--- src/rtl/fb_addr_pkg.sv ---
// Constants for the framebuffer address generator
package fb_addr_pkg;
  // Widths
  localparam int ADDR_W = 25;
  localparam int COORD_W = 16;
  localparam int APB_AW = 8;
  localparam int APB_DW = 32;
  localparam int PP_W = 3;
  localparam int SCAN_W = 4;
  localparam int CFG_W = 10;
  localparam int CNT_W = 16;
  localparam int NUM_TERMS = 3;
  localparam int PP_BASE_SHIFT = 4;
  //////////////////////////////////////////////////////////////////////////////
  // Register offsets
  localparam logic [APB_AW-1:0] OFS_READ_CFG = 8'h00;
  localparam logic [APB_AW-1:0] OFS_WIN_BASE = 8'h04;
  localparam logic [APB_AW-1:0] OFS_BUF_SEL = 8'h08;
  localparam logic [APB_AW-1:0] OFS_COPY_SRC = 8'h0C;
  localparam logic [APB_AW-1:0] OFS_SCAN_INT = 8'h10;
  localparam logic [APB_AW-1:0] OFS_LAST_DEST = 8'h14;
  localparam logic [APB_AW-1:0] OFS_LAST_SRC = 8'h18;
  localparam logic [APB_AW-1:0] OFS_ISSUE_CNT = 8'h1C;
  //////////////////////////////////////////////////////////////////////////////
  // Field positions of pixel_read_config
  localparam int ORIGIN_POS = 0;
  localparam int PPA_LSB = 1;
  localparam int PPB_LSB = 4;
  localparam int PPC_LSB = 7;
  //////////////////////////////////////////////////////////////////////////////
  // Reset values
  localparam logic [CFG_W-1:0] RST_CFG = 10'h000;
  localparam logic [ADDR_W-1:0] RST_ADDR = 25'h0000000;
  localparam logic [SCAN_W-1:0] RST_SCAN = 4'h0;
  localparam logic [CNT_W-1:0] RST_CNT = 16'h0000;
endpackage

--- src/rtl/fb_address_generator.sv ---
// Framebuffer address generator with APB register file
// Summary of operation
// - Addresses wrap within a 32 MByte space holding any mix of buffers.
// - Base and offsets may sit on any pixel, no alignment imposed.
// - X and Y are 16-bit two's complement signed coordinates.
// - Origin select bit: 0 top left, 1 bottom left.
// - Bottom left: dest = base - (Y/S)*W + X + pixel offset.
// - Source address is the destination plus the copy source offset.
// - Y is divided by a programmable scanline interval for interleaving.
// - Width product is a sum of three selected partial products.
// - Framebuffer width selection is its own, independent of localbuffer.
// - Linear mapping with no power-of-two line padding.
`timescale 1ns/1ps
module fb_address_generator
  import fb_addr_pkg::*;
#(
  parameter int ADDR_W = fb_addr_pkg::ADDR_W
)
(
  // Clock and reset
  input wire logic pclk,
  input wire logic presetn,
  // APB slave
  input wire logic psel,
  input wire logic penable,
  input wire logic pwrite,
  input wire logic [fb_addr_pkg::APB_AW-1:0] paddr,
  input wire logic [fb_addr_pkg::APB_DW-1:0] pwdata,
  output logic pready,
  output logic [fb_addr_pkg::APB_DW-1:0] prdata,
  output logic pslverr,
  // Pixel coordinates from the rasterizer
  input wire logic pix_valid,
  output logic pix_ready,
  input wire logic [fb_addr_pkg::COORD_W-1:0] pix_x,
  input wire logic [fb_addr_pkg::COORD_W-1:0] pix_y,
  // Addresses to framebuffer memory
  output logic fb_valid,
  input wire logic fb_ready,
  output logic [ADDR_W-1:0] fb_dest_addr,
  output logic [ADDR_W-1:0] fb_src_addr
);
  logic [CFG_W-1:0] read_cfg_ff;
  logic [ADDR_W-1:0] window_base_address_ff;
  logic [ADDR_W-1:0] buffer_select_offset_ff;
  logic [ADDR_W-1:0] copy_source_displacement_ff;
  logic [SCAN_W-1:0] scan_shift_ff;
  logic [CNT_W-1:0] issue_cnt_ff;
  logic [APB_DW-1:0] prdata_ff;
  logic [APB_DW-1:0] nxt_prdata;
  logic pslverr_ff;
  logic fb_valid_ff;
  logic [ADDR_W-1:0] dest_ff;
  logic [ADDR_W-1:0] src_ff;
  logic [ADDR_W-1:0] nxt_dest;
  logic [ADDR_W-1:0] nxt_src;
  logic origin_select;
  logic [PP_W-1:0] width_term_a;
  logic [PP_W-1:0] width_term_b;
  logic [PP_W-1:0] width_term_c;
  logic [COORD_W-1:0] y_div;
  logic [ADDR_W-1:0] y_width;
  logic [ADDR_W-1:0] y_term;
  logic apb_setup;
  logic apb_wr;
  logic pix_fire;

  // Register index check, used for the slave error
  function automatic logic reg_mapped(input logic [APB_AW-1:0] a);
    reg_mapped = (a == OFS_READ_CFG) || (a == OFS_WIN_BASE) ||
                 (a == OFS_BUF_SEL) || (a == OFS_COPY_SRC) ||
                 (a == OFS_SCAN_INT) || (a == OFS_LAST_DEST) ||
                 (a == OFS_LAST_SRC) || (a == OFS_ISSUE_CNT);
  endfunction

  // Sign extension of a coordinate to address width
  function automatic logic [ADDR_W-1:0] sext(input logic [COORD_W-1:0] v);
    sext = {{(ADDR_W-COORD_W){v[COORD_W-1]}}, v};
  endfunction

  // Zero extension of a field to bus width
  function automatic logic [APB_DW-1:0] zext(input logic [ADDR_W-1:0] v);
    zext = {{(APB_DW-ADDR_W){1'b0}}, v};
  endfunction

  //////////////////////////////////////////////////////////////////////////////
  // APB access strobes
  assign apb_setup = psel & ~penable;
  assign apb_wr = psel & penable & pwrite;
  assign pready = 1'b1;
  assign prdata = prdata_ff;
  assign pslverr = pslverr_ff;

  // Read configuration: origin and width selects
  always_ff @(posedge pclk or negedge presetn)
  begin
    if (!presetn)
      read_cfg_ff <= RST_CFG;
    else if (apb_wr && paddr == OFS_READ_CFG)
      read_cfg_ff <= pwdata[CFG_W-1:0];
  end

  // Window base, any pixel boundary
  always_ff @(posedge pclk or negedge presetn)
  begin
    if (!presetn)
      window_base_address_ff <= RST_ADDR;
    else if (apb_wr && paddr == OFS_WIN_BASE)
      window_base_address_ff <= pwdata[ADDR_W-1:0];
  end

  // Alternative buffer offset
  always_ff @(posedge pclk or negedge presetn)
  begin
    if (!presetn)
      buffer_select_offset_ff <= RST_ADDR;
    else if (apb_wr && paddr == OFS_BUF_SEL)
      buffer_select_offset_ff <= pwdata[ADDR_W-1:0];
  end

  // Copy source displacement
  always_ff @(posedge pclk or negedge presetn)
  begin
    if (!presetn)
      copy_source_displacement_ff <= RST_ADDR;
    else if (apb_wr && paddr == OFS_COPY_SRC)
      copy_source_displacement_ff <= pwdata[ADDR_W-1:0];
  end

  // Scanline interval as a power of two
  always_ff @(posedge pclk or negedge presetn)
  begin
    if (!presetn)
      scan_shift_ff <= RST_SCAN;
    else if (apb_wr && paddr == OFS_SCAN_INT)
      scan_shift_ff <= pwdata[SCAN_W-1:0];
  end

  //////////////////////////////////////////////////////////////////////////////
  // Read data mux
  always_comb
  begin
    nxt_prdata = '0;
    if (paddr == OFS_READ_CFG)
      nxt_prdata = {{(APB_DW-CFG_W){1'b0}}, read_cfg_ff};
    else if (paddr == OFS_WIN_BASE)
      nxt_prdata = zext(window_base_address_ff);
    else if (paddr == OFS_BUF_SEL)
      nxt_prdata = zext(buffer_select_offset_ff);
    else if (paddr == OFS_COPY_SRC)
      nxt_prdata = zext(copy_source_displacement_ff);
    else if (paddr == OFS_SCAN_INT)
      nxt_prdata = {{(APB_DW-SCAN_W){1'b0}}, scan_shift_ff};
    else if (paddr == OFS_LAST_DEST)
      nxt_prdata = zext(dest_ff);
    else if (paddr == OFS_LAST_SRC)
      nxt_prdata = zext(src_ff);
    else if (paddr == OFS_ISSUE_CNT)
      nxt_prdata = {{(APB_DW-CNT_W){1'b0}}, issue_cnt_ff};
  end

  // Read data and error loaded in the setup cycle
  always_ff @(posedge pclk or negedge presetn)
  begin
    if (!presetn)
    begin
      prdata_ff <= '0;
      pslverr_ff <= 1'b0;
    end
    else if (apb_setup)
    begin
      prdata_ff <= pwrite ? '0 : nxt_prdata;
      pslverr_ff <= ~reg_mapped(paddr);
    end
  end

  //////////////////////////////////////////////////////////////////////////////
  // Address arithmetic
  assign origin_select = read_cfg_ff[ORIGIN_POS];
  assign width_term_a = read_cfg_ff[PPA_LSB +: PP_W];
  assign width_term_b = read_cfg_ff[PPB_LSB +: PP_W];
  assign width_term_c = read_cfg_ff[PPC_LSB +: PP_W];

  scanline_scaler u_scaler (
    .y_in(pix_y),
    .interval_log2(scan_shift_ff),
    .y_scaled(y_div)
  );

  width_product #(.ADDR_W(ADDR_W)) u_width (
    .y_scaled(y_div),
    .sel_a(width_term_a),
    .sel_b(width_term_b),
    .sel_c(width_term_c),
    .product(y_width)
  );

  // Bottom left subtracts the Y term, top left adds it
  assign y_term = origin_select ? (ADDR_W'(0) - y_width) : y_width;
  // Linear sum, modulo the address space
  assign nxt_dest = window_base_address_ff + y_term + sext(pix_x) +
                    buffer_select_offset_ff;
  assign nxt_src = nxt_dest + copy_source_displacement_ff;

  //////////////////////////////////////////////////////////////////////////////
  // Output stage
  assign pix_ready = ~fb_valid_ff | fb_ready;
  assign pix_fire = pix_valid & pix_ready;
  assign fb_valid = fb_valid_ff;
  assign fb_dest_addr = dest_ff;
  assign fb_src_addr = src_ff;

  always_ff @(posedge pclk or negedge presetn)
  begin
    if (!presetn)
      fb_valid_ff <= 1'b0;
    else if (pix_ready)
      fb_valid_ff <= pix_valid;
  end

  always_ff @(posedge pclk or negedge presetn)
  begin
    if (!presetn)
    begin
      dest_ff <= RST_ADDR;
      src_ff <= RST_ADDR;
    end
    else if (pix_fire)
    begin
      dest_ff <= nxt_dest;
      src_ff <= nxt_src;
    end
  end

  // Count of issued address pairs
  always_ff @(posedge pclk or negedge presetn)
  begin
    if (!presetn)
      issue_cnt_ff <= RST_CNT;
    else if (pix_fire)
      issue_cnt_ff <= issue_cnt_ff + CNT_W'(1);
  end

  //////////////////////////////////////////////////////////////////////////////
  // Checks
  logic [ADDR_W-1:0] chk_w;
  logic [ADDR_W-1:0] chk_y;
  logic [ADDR_W-1:0] chk_dest;

  function automatic logic [ADDR_W-1:0] w_of(input logic [PP_W-1:0] s);
    w_of = (s == '0) ? '0 : (ADDR_W'(1) << (s + PP_BASE_SHIFT));
  endfunction

  always_comb
  begin
    chk_w = w_of(width_term_a) + w_of(width_term_b) + w_of(width_term_c);
    chk_y = sext($signed(pix_y) >>> scan_shift_ff);
    chk_dest = origin_select ?
               window_base_address_ff - chk_y * chk_w :
               window_base_address_ff + chk_y * chk_w;
    chk_dest = chk_dest + sext(pix_x) + buffer_select_offset_ff;
  end
endmodule // fb_address_generator

--- src/rtl/scanline_scaler.sv ---
// Divides a signed Y coordinate by the scanline interval
`timescale 1ns/1ps
module scanline_scaler
  import fb_addr_pkg::*;
(
  // Coordinate in
  input wire logic [fb_addr_pkg::COORD_W-1:0] y_in,
  input wire logic [fb_addr_pkg::SCAN_W-1:0] interval_log2,
  // Scaled coordinate out
  output logic [fb_addr_pkg::COORD_W-1:0] y_scaled
);
  // Arithmetic shift keeps the sign of Y
  assign y_scaled = $signed(y_in) >>> interval_log2;
endmodule // scanline_scaler

--- src/rtl/width_product.sv ---
// Forms Y times width as a sum of selected partial products
`timescale 1ns/1ps
module width_product
  import fb_addr_pkg::*;
#(
  parameter int ADDR_W = fb_addr_pkg::ADDR_W
)
(
  // Scaled Y and width selects
  input wire logic [fb_addr_pkg::COORD_W-1:0] y_scaled,
  input wire logic [fb_addr_pkg::PP_W-1:0] sel_a,
  input wire logic [fb_addr_pkg::PP_W-1:0] sel_b,
  input wire logic [fb_addr_pkg::PP_W-1:0] sel_c,
  // Product
  output logic [ADDR_W-1:0] product
);
  logic [ADDR_W-1:0] y_ext;
  logic [PP_W-1:0] sel [NUM_TERMS];
  logic [ADDR_W-1:0] term [NUM_TERMS];
  // Zero select gives no term, otherwise a shifted copy of Y
  function automatic logic [ADDR_W-1:0] pp_term(input logic [PP_W-1:0] s,
                                                 input logic [ADDR_W-1:0] v);
    pp_term = (s == '0) ? '0 : (v << (s + PP_BASE_SHIFT));
  endfunction
  assign y_ext = {{(ADDR_W-COORD_W){y_scaled[COORD_W-1]}}, y_scaled};
  assign sel[0] = sel_a;
  assign sel[1] = sel_b;
  assign sel[2] = sel_c;
  for (genvar g = 0; g < NUM_TERMS; g++)
  begin : g_term
    assign term[g] = pp_term(sel[g], y_ext);
  end
  assign product = term[0] + term[1] + term[2];
endmodule // width_product

--- config.mk ---
export PLATFORM = sky130hd
export DESIGN_NAME = fb_address_generator
export DESIGN_NICKNAME = d
export VERILOG_FILES = /design/src/rtl/fb_addr_pkg.sv /design/src/rtl/fb_address_generator.sv /design/src/rtl/scanline_scaler.sv /design/src/rtl/width_product.sv
export SDC_FILE = /design/constraint.sdc
export NUM_CORES = 1
export LEC_CHECK = 0
export BUFFER_PORTS_ARGS = -buffer_cell sky130_fd_sc_hd__buf_2
export CAP_MARGIN = 20
export CORE_MARGIN = 3
export CORE_UTILIZATION = 35
export CTS_CLUSTER_DIAMETER = 60
export DETAILED_ROUTE_END_ITERATION = 6
export PLACE_DENSITY_LB_ADDON = 0.15
export SETUP_SLACK_MARGIN = 0.1
export SLEW_MARGIN = 20
export SYNTH_ARGS = -nofsm -noshare
export SYNTH_HDL_FRONTEND = slang
export SYNTH_SLANG_ARGS = --single-unit
--- constraint.sdc ---
create_clock -name pclk -period 10.9 [get_ports pclk]
set_input_delay 2.18 -clock pclk [delete_from_list [all_inputs] [get_ports pclk]]
set_output_delay 2.18 -clock pclk [all_outputs]
set_load 0.005 [all_outputs]
==> out/metrics.yaml, run 1 <==
die:
  die_w_um: 216.9
  num_rows: 76
  dieArea_um2: 47060
  start_util_pct: 35.76
  core_area_um2: 43550
  io_pins: 165
  die_h_um: 216.9
sta:
  fin_crit_sh_pct: 94.81
  hold_viol_final: 0
  worst_pin_slew_ps: 1015
  tns_ps: 0
  fin_skew_ps: 12.02
  fmax_mhz: 96.77
  relSlewSlack_pct: 32.34
  layout_setup_ws_ps: 566.1
  rsz0062_at_grt: "false"
  drv_slew: 0
  finalSetupViolCount: 0
  fin_crit_ps: 10330
worst_setup_path:
  worst-setup-path-type: "input port to flop"
  crit_arrival_ps: 10640
  path_buf_inv: 5
  critPathTopFamily: "compound AO/OA/AOI/OAI gates"
  startpoint_type: "input port"
  crit_slowest_cell: "mux4_2"
  slowest_delay_ps: 540
  worstSetupEndpointType: "flop"
  critPathRequiredTime_ps: 11210
  crit_top_cell: "xnor2_1"
  path_max_fanout: 5
power_and_ir_drop:
  comb_power_share_pct: 32.8
  share_seq_of_total_power_pct: 37.2
  leakage_nw: 8.857
  power_switching_share_pct: 35.60
  ir_worst_vdd_v: 0.0001087
  power.share.clock_pct: 30.0
  p_int_mw: 1.422
  p_sw_uw: 785.7
  pwr_density_cell_nw_per_um2: 122.5
  power_mw: 2.207
job:
  maxCapViolations: 0
final_layout:
  fillers: 4490
  area_delta_synth_final_pct: 15.67
  final_nets: 2119
  layout-drive-gt1-share_pct: 20.37
synth:
  ys_ff_latch: 182
  synth_ff_type: "dfrtp_1"
  async_reset_ff_share_pct: 100.0
  yosysTopAreaCell: "dfrtp_1"
  yosysUniqueCellTypes: 72
  seq_area_frac_synth_pct: 29.24
  synth_edf_count: 0
  netlist_instances: 1724
  synth_top_area_share_pct: 29.24
  synthMostInstantiatedCell: "nand2_1"
  syn-mean-instance-area_um2: 9.033
  yosysWarnings: 0
  yosys-top-cells-count: "nand2_1 (205), dfrtp_1 (182), a21oi_1 (121)"
  synthTopCellsByArea: "dfrtp_1 (29%), fa_1 (9.5%), mux2_2 (7.4%)"
  syn_area_um2: 15570
drt:
  via_per_inst: 5.348
  wirelength_um: 46640
  drc: 0
  ant_nets: 0
  dr.pass1.iters: 7
  drt-initial-drc-count: 967
  wl_per_cell_um: 18.71
  via_count: 13330
placement:
  gp_congestion: 0.8733
  dpl.hpwl_um: 36920
  dpl_worst_slack_ps: 74.73
  port_buffers: 149
clocking:
  cts_made_buffers: 17
  clock_latency_ps: 450
  clkTransAtPathRegs_ps: 70
  cts-root-buf: "clkbuf_16"
  clock-sinks: 182
  cts_tree: "yes"
  ctsLongestPathBuffers: 2
  cts_max_level: 4
min_path:
  worstHoldPathType: "flop to flop"
grt:
  grt_max_degree: 117
  overflow: 0
  grt_usage_pct: 19.92
  grt_pass1_vias: 13330
  antenna_found_initial: 8
  grt_pass1_wl_um: 74030
outcome:
  status: "finished clean"
==> power by group through the flow <==
stage               Sequential, mW  Combinational [mW]  Clock, mW
finish                       0.820               0.724      0.663
global route                 0.832               0.821      0.703
CTS                          0.821               0.724      0.677
detailed placement           0.834               0.719          0
global placement             0.832               0.712          0
floorplan                    0.815               0.469          0
==> registers in the layout, indices dropped and copies added, names as in the netlist <==
name                         count
read_cfg_ff                     10
fb_valid                         1
pslverr                          1
scan_shift_ff                    4
buffer_select_offset_ff         25
fb_dest_addr                    25
issue_cnt_ff                    16
copy_source_displacement_ff     25
prdata                          25
fb_src_addr                     25
window_base_address_ff          25
==> per-stage QoR <==
step	instances	hold WS, ps	util (%)	cell area (um2)
after floorplan	1745	446.2	-	15650
after global placement	2458	457.0	39.83	17350
after detailed placement	2458	461.5	39.83	17350
after CTS	2490	477.3	41.25	17960
after global routing	2491	492.7	41.35	18010
final	2493	471.3	41.36	18010
==> metal layers <==
layer	vias to the layer above	GRT usage, %	routed length [um]
met5	-	0	66
met2	299	33.80	22490
met1	6522	26.56	20770
li1	6450	-	-
met3	51	3.435	2425
met4	10	4.849	884
==> layout make-up <==
class | instances | area, um2 | area share [%]
repair buffers | 225 | 1325 | 7.355
diodes | 3 | 7.507 | 0.04167
clock buffers | 17 | 425.4 | 2.361
flip-flops and latches | 182 | 4554 | 25.28
multi-input cells | 1370 | 10420 | 57.82
inverters | 96 | 360.3 | 2.000
clock inverters | 15 | 193.9 | 1.077
well taps | 585 | 732.0 | 4.063
==> final timing paths <==
check	endpoint	slack [ps]	from	cells after the start
worst max-delay path	fb_src_addr[24]	570	pix_y[14]	38
worst min-delay path	pslverr	470	pslverr	1
worst max register to register	fb_src_addr[24]	1400	scan_shift_ff[0]	37
worst min register to register	pslverr	470	pslverr	1
max in group asynchronous	issue_cnt_ff[0]	7530	presetn	2
min in group asynchronous	prdata[24]	1860	presetn	1
==> placed cells by master (no fill, tap or decap), drive strengths merged, types with 6 or more instances in the layout <==
| master | synthesis | layout |
|---|---|---|
| mux2 | 103 | 103 |
| a21o | 43 | 43 |
| inv | 96 | 102 |
| nor2b | 8 | 8 |
| a222oi | 15 | 15 |
| clkbuf | 77 | 18 |
| a21oi | 121 | 121 |
| or3 | 10 | 10 |
| xor2 | 32 | 32 |
| o22a | 7 | 7 |
| buf | 20 | 224 |
| fa | 74 | 74 |
| a31oi | 8 | 8 |
| o31ai | 11 | 11 |
| a21boi | 9 | 9 |
| a211oi | 16 | 16 |
| o21bai | 10 | 10 |
| and3 | 10 | 10 |
| nand2 | 205 | 205 |
| o21ai | 120 | 120 |
| or2 | 6 | 6 |
| o211ai | 10 | 10 |
| a22oi | 56 | 56 |
| nor3 | 26 | 26 |
| nand3 | 30 | 30 |
| conb | 2 | 23 |
| nand4 | 9 | 9 |
| o21a | 11 | 11 |
| nor2 | 108 | 108 |
| xnor2 | 72 | 72 |
| a22o | 11 | 11 |
| dfrtp | 182 | 182 |
| a221oi | 9 | 9 |
| ha | 74 | 74 |
| nand2b | 26 | 26 |
| mux2i | 42 | 42 |
==> cell families (layout without fill, tap and decap cells) <==
group / Yosys count / in the layout / synth area share (%)
AOI/OAI and AO/OA: 493 / 493 / 20.92
xor gates and xnor gates: 105 / 105 / 5.993
adders and majority gates: 148 / 148 / 15.46
buffers and inverters: 193 / 353 / 4.845
DFF: 182 / 182 / 29.24
muxes: 149 / 149 / 10.73
other: 2 / 26 / 0.04822
and+or+nand+nor: 452 / 452 / 12.77
==> worst register-to-register path, delay by kind of cell (launching register included) <==
kind / cells / cell delay, ps
DFF: 1 / 870
xor gates and xnor gates: 4 / 620
and+or+nand+nor: 8 / 1580
AOI/OAI and AO/OA: 12 / 2450
adders and majority gates: 5 / 1770
muxes: 4 / 1500
buffers and inverters: 4 / 560
==> repair_timing <==
item | 4_1_cts | 5_1_grt
hold buffers | 0 | 0
setup endpoints to repair | 0 | 2
buffers inserted | 0 | 0
gates resized for setup | 0 | 8
(Power assumes the default switching activity.)
==> run 2: changes to the inputs <==
- RECOVER_POWER: not set -> 50
- SKIP_LAST_GASP: not set -> 1
==> run 2 against run 1 <==
  * The flow now finishes with violations (max-capacitance violations, max-slew violations)
  * Flip-flop and latch count did not move
  * Utilization fell by 0.16 points
  * Global-route usage did not move
  * Hold slack got worse by 0.59 ps
  * Wire length rose by 0.11%
  * Register-to-register slack barely moved
  * Critical path depth did not move
  * Combinational power fell by 1%
  * Final area fell by 0.38%
  * Count of clock-buffer cells in the layout did not move
==> out/metrics.yaml, run 2 (same netlist as run 1, synthesis figures left out) <==
die:
  core_area_um2: 43550
  start_util_pct: 35.76
  die_h_um: 216.9
  io_pins: 165
  dieArea_um2: 47060
  num_rows: 76
  die_w_um: 216.9
outcome:
  status: "complete, but fails checks"
  violations: "max-capacitance violations, max-slew violations"
sta:
  fin_crit_ps: 10330
  rsz0062_at_grt: "false"
  tns_ps: 0
  drv_slew: 177
  hold_viol_final: 0
  layout_setup_ws_ps: 566.1
  fmax_mhz: 96.77
  fin_skew_ps: 7.823
  relSlewSlack_pct: -326.0
  fin_crit_sh_pct: 94.81
  finalSetupViolCount: 0
  worst_pin_slew_ps: 6389
placement:
  dpl_worst_slack_ps: 74.73
  port_buffers: 149
  place_area_um2: 17350
  dpl.hpwl_um: 36920
  gp_congestion: 0.8733
worst_setup_path:
  startpoint_type: "input port"
  crit_top_cell: "xnor2_1"
  slowest_delay_ps: 540
  worst-setup-path-type: "input port to flop"
  critPathRequiredTime_ps: 11210
  crit_arrival_ps: 10640
  crit_slowest_cell: "mux4_2"
  worstSetupEndpointType: "flop"
  path_max_fanout: 5
final_layout:
  fillers: 4510
  final_nets: 2119
  multiInputGateArea_um2: 10420
  utilization_pct: 41.21
  seqCellArea_um2: 4554
  area_delta_synth_final_pct: 15.23
  layout_commonest_cell: "nand2_1"
  most-common-layout-cells: "nand2_1 (204), dfrtp_1 (182), a21oi_1 (119), o21ai_0 (113)"
  layout-drive-gt1-share_pct: 18.06
  design_area_um2: 17950
power_and_ir_drop:
  leakage_nw: 8.701
  p_int_mw: 1.414
  share_seq_of_total_power_pct: 37.3
  pwr_density_cell_nw_per_um2: 122.6
  comb_power_share_pct: 32.6
  power_switching_share_pct: 35.74
  power_mw: 2.200
  ir_worst_vdd_v: 0.0001074
  p_sw_uw: 786.5
  power.share.clock_pct: 30.1
drt:
  wirelength_um: 46690
  ant_nets: 0
  drc: 0
  via_count: 13400
  wl_per_cell_um: 18.73
  dr.pass1.iters: 5
  via_per_inst: 5.375
  drt-initial-drc-count: 968
job:
  maxCapViolations: 3
grt:
  grt_max_degree: 117
  grt_pass1_vias: 13330
  grt_pass1_wl_um: 74030
  grt_usage_pct: 19.92
  overflow: 0
  antenna_found_initial: 8
clocking:
  cts_tree: "yes"
  ctsLongestPathBuffers: 2
  cts_max_level: 4
  clock_latency_ps: 450
  clock-sinks: 182
  ctsHoldBuffers: 0
  cts-root-buf: "clkbuf_16"
  clkTransAtPathRegs_ps: 70
  cts_made_buffers: 17
min_path:
  worstHoldPathType: "flop to flop"
## run 2: changes by cell type in the layout (fill, tap and decap cells not counted), sizes merged
cell	delta
clkbuf	+42
buf	-42
## run 2: power by group through the flow
stage                     Clock (mW)  Sequential [mW]  Combinational, mW
after floorplan                    0            0.815              0.469
after global placement             0            0.832              0.712
final                          0.663            0.821              0.717
after CTS                      0.677            0.821              0.724
after detailed placement           0            0.834              0.719
after global routing           0.703            0.833              0.813
## run 2: stage by stage
stage               std cells  hold WS (ps)
floorplan                1745         446.2
global placement         2458         457.0
detailed placement       2458         461.5
CTS                      2490         477.3
global route             2491         492.7
finish                   2493         470.7
## run 2: timing repair
item	in CTS	in global routing
gates resized for setup	0	8
endpoints found under the setup margin	0	2
setup buffers	0	0
## run 2: area by class of cell
class / count / share of cell area [%]
inverter: 96 / 2.008
tap: 585 / 4.079
clock inverter: 15 / 1.081
clock buffer: 17 / 2.370
multi-input combinational: 1370 / 58.04
timing repair buffer: 225 / 7.000
sequential: 182 / 25.38
antenna: 3 / 0.04183
## run 2: layer usage
metal / up-vias / global-route usage (%) / share of wire, %
met4: 10 / 4.849 / 2.0
met2: 317 / 33.80 / 48
met5: - / 0 / 0.15
met1: 6571 / 26.56 / 45
met3: 54 / 3.435 / 5.1
li1: 6447 / - / -
## run 2: path summary, 6_finish.rpt
kind,startpoint,endpoint,slack (ps),cells after the start
setup / recovery,pix_y[14],fb_src_addr[24],570,38
hold / removal,pslverr,pslverr,470,1
setup reg to reg,scan_shift_ff[0],fb_src_addr[24],1400,37
hold reg to reg,pslverr,pslverr,470,1
max in group asynchronous,presetn,window_base_address_ff[12],3220,1
min in group asynchronous,presetn,prdata[23],4090,1
## run 2: worst max-delay path, delay by kind of cell
kind / cells / cell delay [ps]
simple gates: 8 / 1590
mux: 4 / 1340
xor+xnor: 4 / 620
buf+inv: 5 / 690
fa+ha+maj: 5 / 1760
compound gates: 12 / 2450
==> run 3: changes to the inputs <==
- CORE_ASPECT_RATIO: not set -> 1.5
==> run 3 against run 2 <==
  * Sequential share of layout area is 0.58 points lower
  * Flip-flop and latch count unchanged
  * The run still ends with max-capacitance violations, max-slew violations left
  * Final area increased by 2.3%
  * Total power up 2.0%
  * Largest power group unchanged
  * Cell count is 2.0% higher
  * Critical endpoint unchanged
==> out/metrics.yaml, run 3 (same netlist as run 1, synthesis figures left out) <==
power_and_ir_drop:
  power.share.clock_pct: 28.6
  ir_worst_vdd_v: 0.0001268
  p_sw_uw: 840.5
  power_switching_share_pct: 37.44
  comb_power_share_pct: 34.4
  power_mw: 2.245
  share_seq_of_total_power_pct: 37.1
  pwr_density_cell_nw_per_um2: 122.3
  leakage_nw: 9.037
  p_int_mw: 1.404
drt:
  drc: 0
  dr.pass1.iters: 5
  drt-initial-drc-count: 773
  via_per_inst: 5.432
  ant_nets: 0
  wirelength_um: 54650
  via_count: 13810
  wl_per_cell_um: 21.50
sta:
  relSlewSlack_pct: -135.6
  finalSetupViolCount: 0
  fin_crit_ps: 10360
  fmax_mhz: 96.49
  fin_skew_ps: 11.17
  layout_setup_ws_ps: 535.7
  holdWs_ps: 482.1
  hold_viol_final: 0
  rsz0062_at_grt: "false"
  tns_ps: 0
  drv_slew: 250
  fin_crit_sh_pct: 95.09
  worst_pin_slew_ps: 3534
grt:
  grt_pass1_wl_um: 82930
  grt_pass1_vias: 14350
  overflow: 0
  antenna_found_initial: 6
  grt_usage_pct: 23.28
  grt_max_degree: 76
placement:
  port_buffers: 149
  gp_congestion: 0.8920
  dpl.hpwl_um: 43260
  dpl_worst_slack_ps: 26.77
  place_area_um2: 17790
worst_setup_path:
  r2r-start: "scan_shift_ff[0]"
  rrSetupSlack_ps: 1300
  startpoint_type: "input port"
  worstSetupEndpointType: "flop"
  critPathRequiredTime_ps: 11210
  crit_slowest_cell: "mux4_2"
  critPathTopFamily: "compound AO/OA/AOI/OAI gates"
  crit_arrival_ps: 10680
  endpoint: "fb_src_addr[24]"
  path_max_fanout: 5
  path_depth: 38
  r2r-end: "fb_src_addr[24]"
  slowest_delay_ps: 580
  crit_path_start: "pix_y[14]"
  worst-setup-path-type: "input port to flop"
  reg2reg_depth: 37
  path_buf_inv: 4
final_layout:
  most-common-layout-cells: "nand2_1 (202), dfrtp_1 (182), buf_4 (132), buf_2 (125), a21oi_1 (121)"
  area_delta_synth_final_pct: 17.91
  final_nets: 2179
  layout-drive-gt1-share_pct: 21.37
  design_area_um2: 18360
  layout_commonest_cell: "nand2_1"
job:
  maxCapViolations: 5
die:
  core_area_um2: 43870
  start_util_pct: 35.50
  num_rows: 94
  io_pins: 165
  die_h_um: 264.4
  die_w_um: 178.2
  dieArea_um2: 47120
clocking:
  clkTransAtPathRegs_ps: 80
  cts-root-buf: "clkbuf_16"
  ctsLongestPathBuffers: 2
  clock_latency_ps: 450
  cts_made_buffers: 17
  cts_max_level: 4
  cts_tree: "yes"
  clock-sinks: 182
min_path:
  worstHoldPathType: "flop to flop"
  min_from: "prdata[21]"
outcome:
  violations: "max-capacitance violations, max-slew violations"
  status: "complete, but fails checks"
-- run 3: changes by cell type in the layout (fill, tap and decap cells not counted), moves of 2 or more --
cell	change
a21oi_1	+2
diode_2	-2
o31ai_2	+2
nand2_2	+2
inv_8	+2
buf_2	+18
nor3_2	+2
buf_4	+58
a21oi_2	-2
nand2_1	-2
clkinv_8	+3
clkbuf_1	-15
bufinv_16	-2
-- run 3: worst min-delay path by stage --
stage,end,slack (ps),depth (start not counted)
detailed placement,prdata[19],460,1
global route,prdata[19],500,1
global placement,prdata[19],460,1
finish,prdata[21],480,1
CTS,pslverr,480,1
floorplan,issue_cnt_ff[15],450,1
-- run 3: area by class of cell --
type / instances / area (um2)
inverter: 96 / 360.3
antenna: 1 / 2.502
timing repair buffer: 285 / 1722
fill: 4450 / 25510
sequential: 182 / 4554
clock inverter: 15 / 183.9
multi-input combinational: 1370 / 10390
clock buffer: 17 / 425.4
tap: 576 / 720.7
-- run 3: metal layers --
| layer | GRT usage, % | wire length (um) |
|---|---|---|
| met2 | 44.20 | 29910 |
| met3 | 3.439 | 2137 |
| met4 | 12.84 | 3301 |
| met5 | 0 | 57 |
| met1 | 23.99 | 19240 |
-- run 3: power by group through the flow --
stage          clock network, mW  registers, mW  logic, mW
4_1_cts                    0.656          0.832      0.767
6_report                   0.641          0.832      0.771
3_5_place_dp                   0          0.845      0.762
2_1_floorplan                  0          0.815      0.469
5_1_grt                    0.682          0.839      0.867
3_3_place_gp                   0          0.844      0.755
-- run 3: timing repair --
action                                  4_1_cts  5_1_grt
endpoints found under the setup margin        0        2
resized for setup                             0        6
hold buffers                                  0        0
setup buffers                                 0        1
-- run 3: per-stage QoR --
stage	utilization [%]	instances
2_1_floorplan	-	1745
3_3_place_gp	40.55	2508
5_1_grt	41.86	2542
6_report	41.86	2542
4_1_cts	41.93	2540
3_5_place_dp	40.55	2508
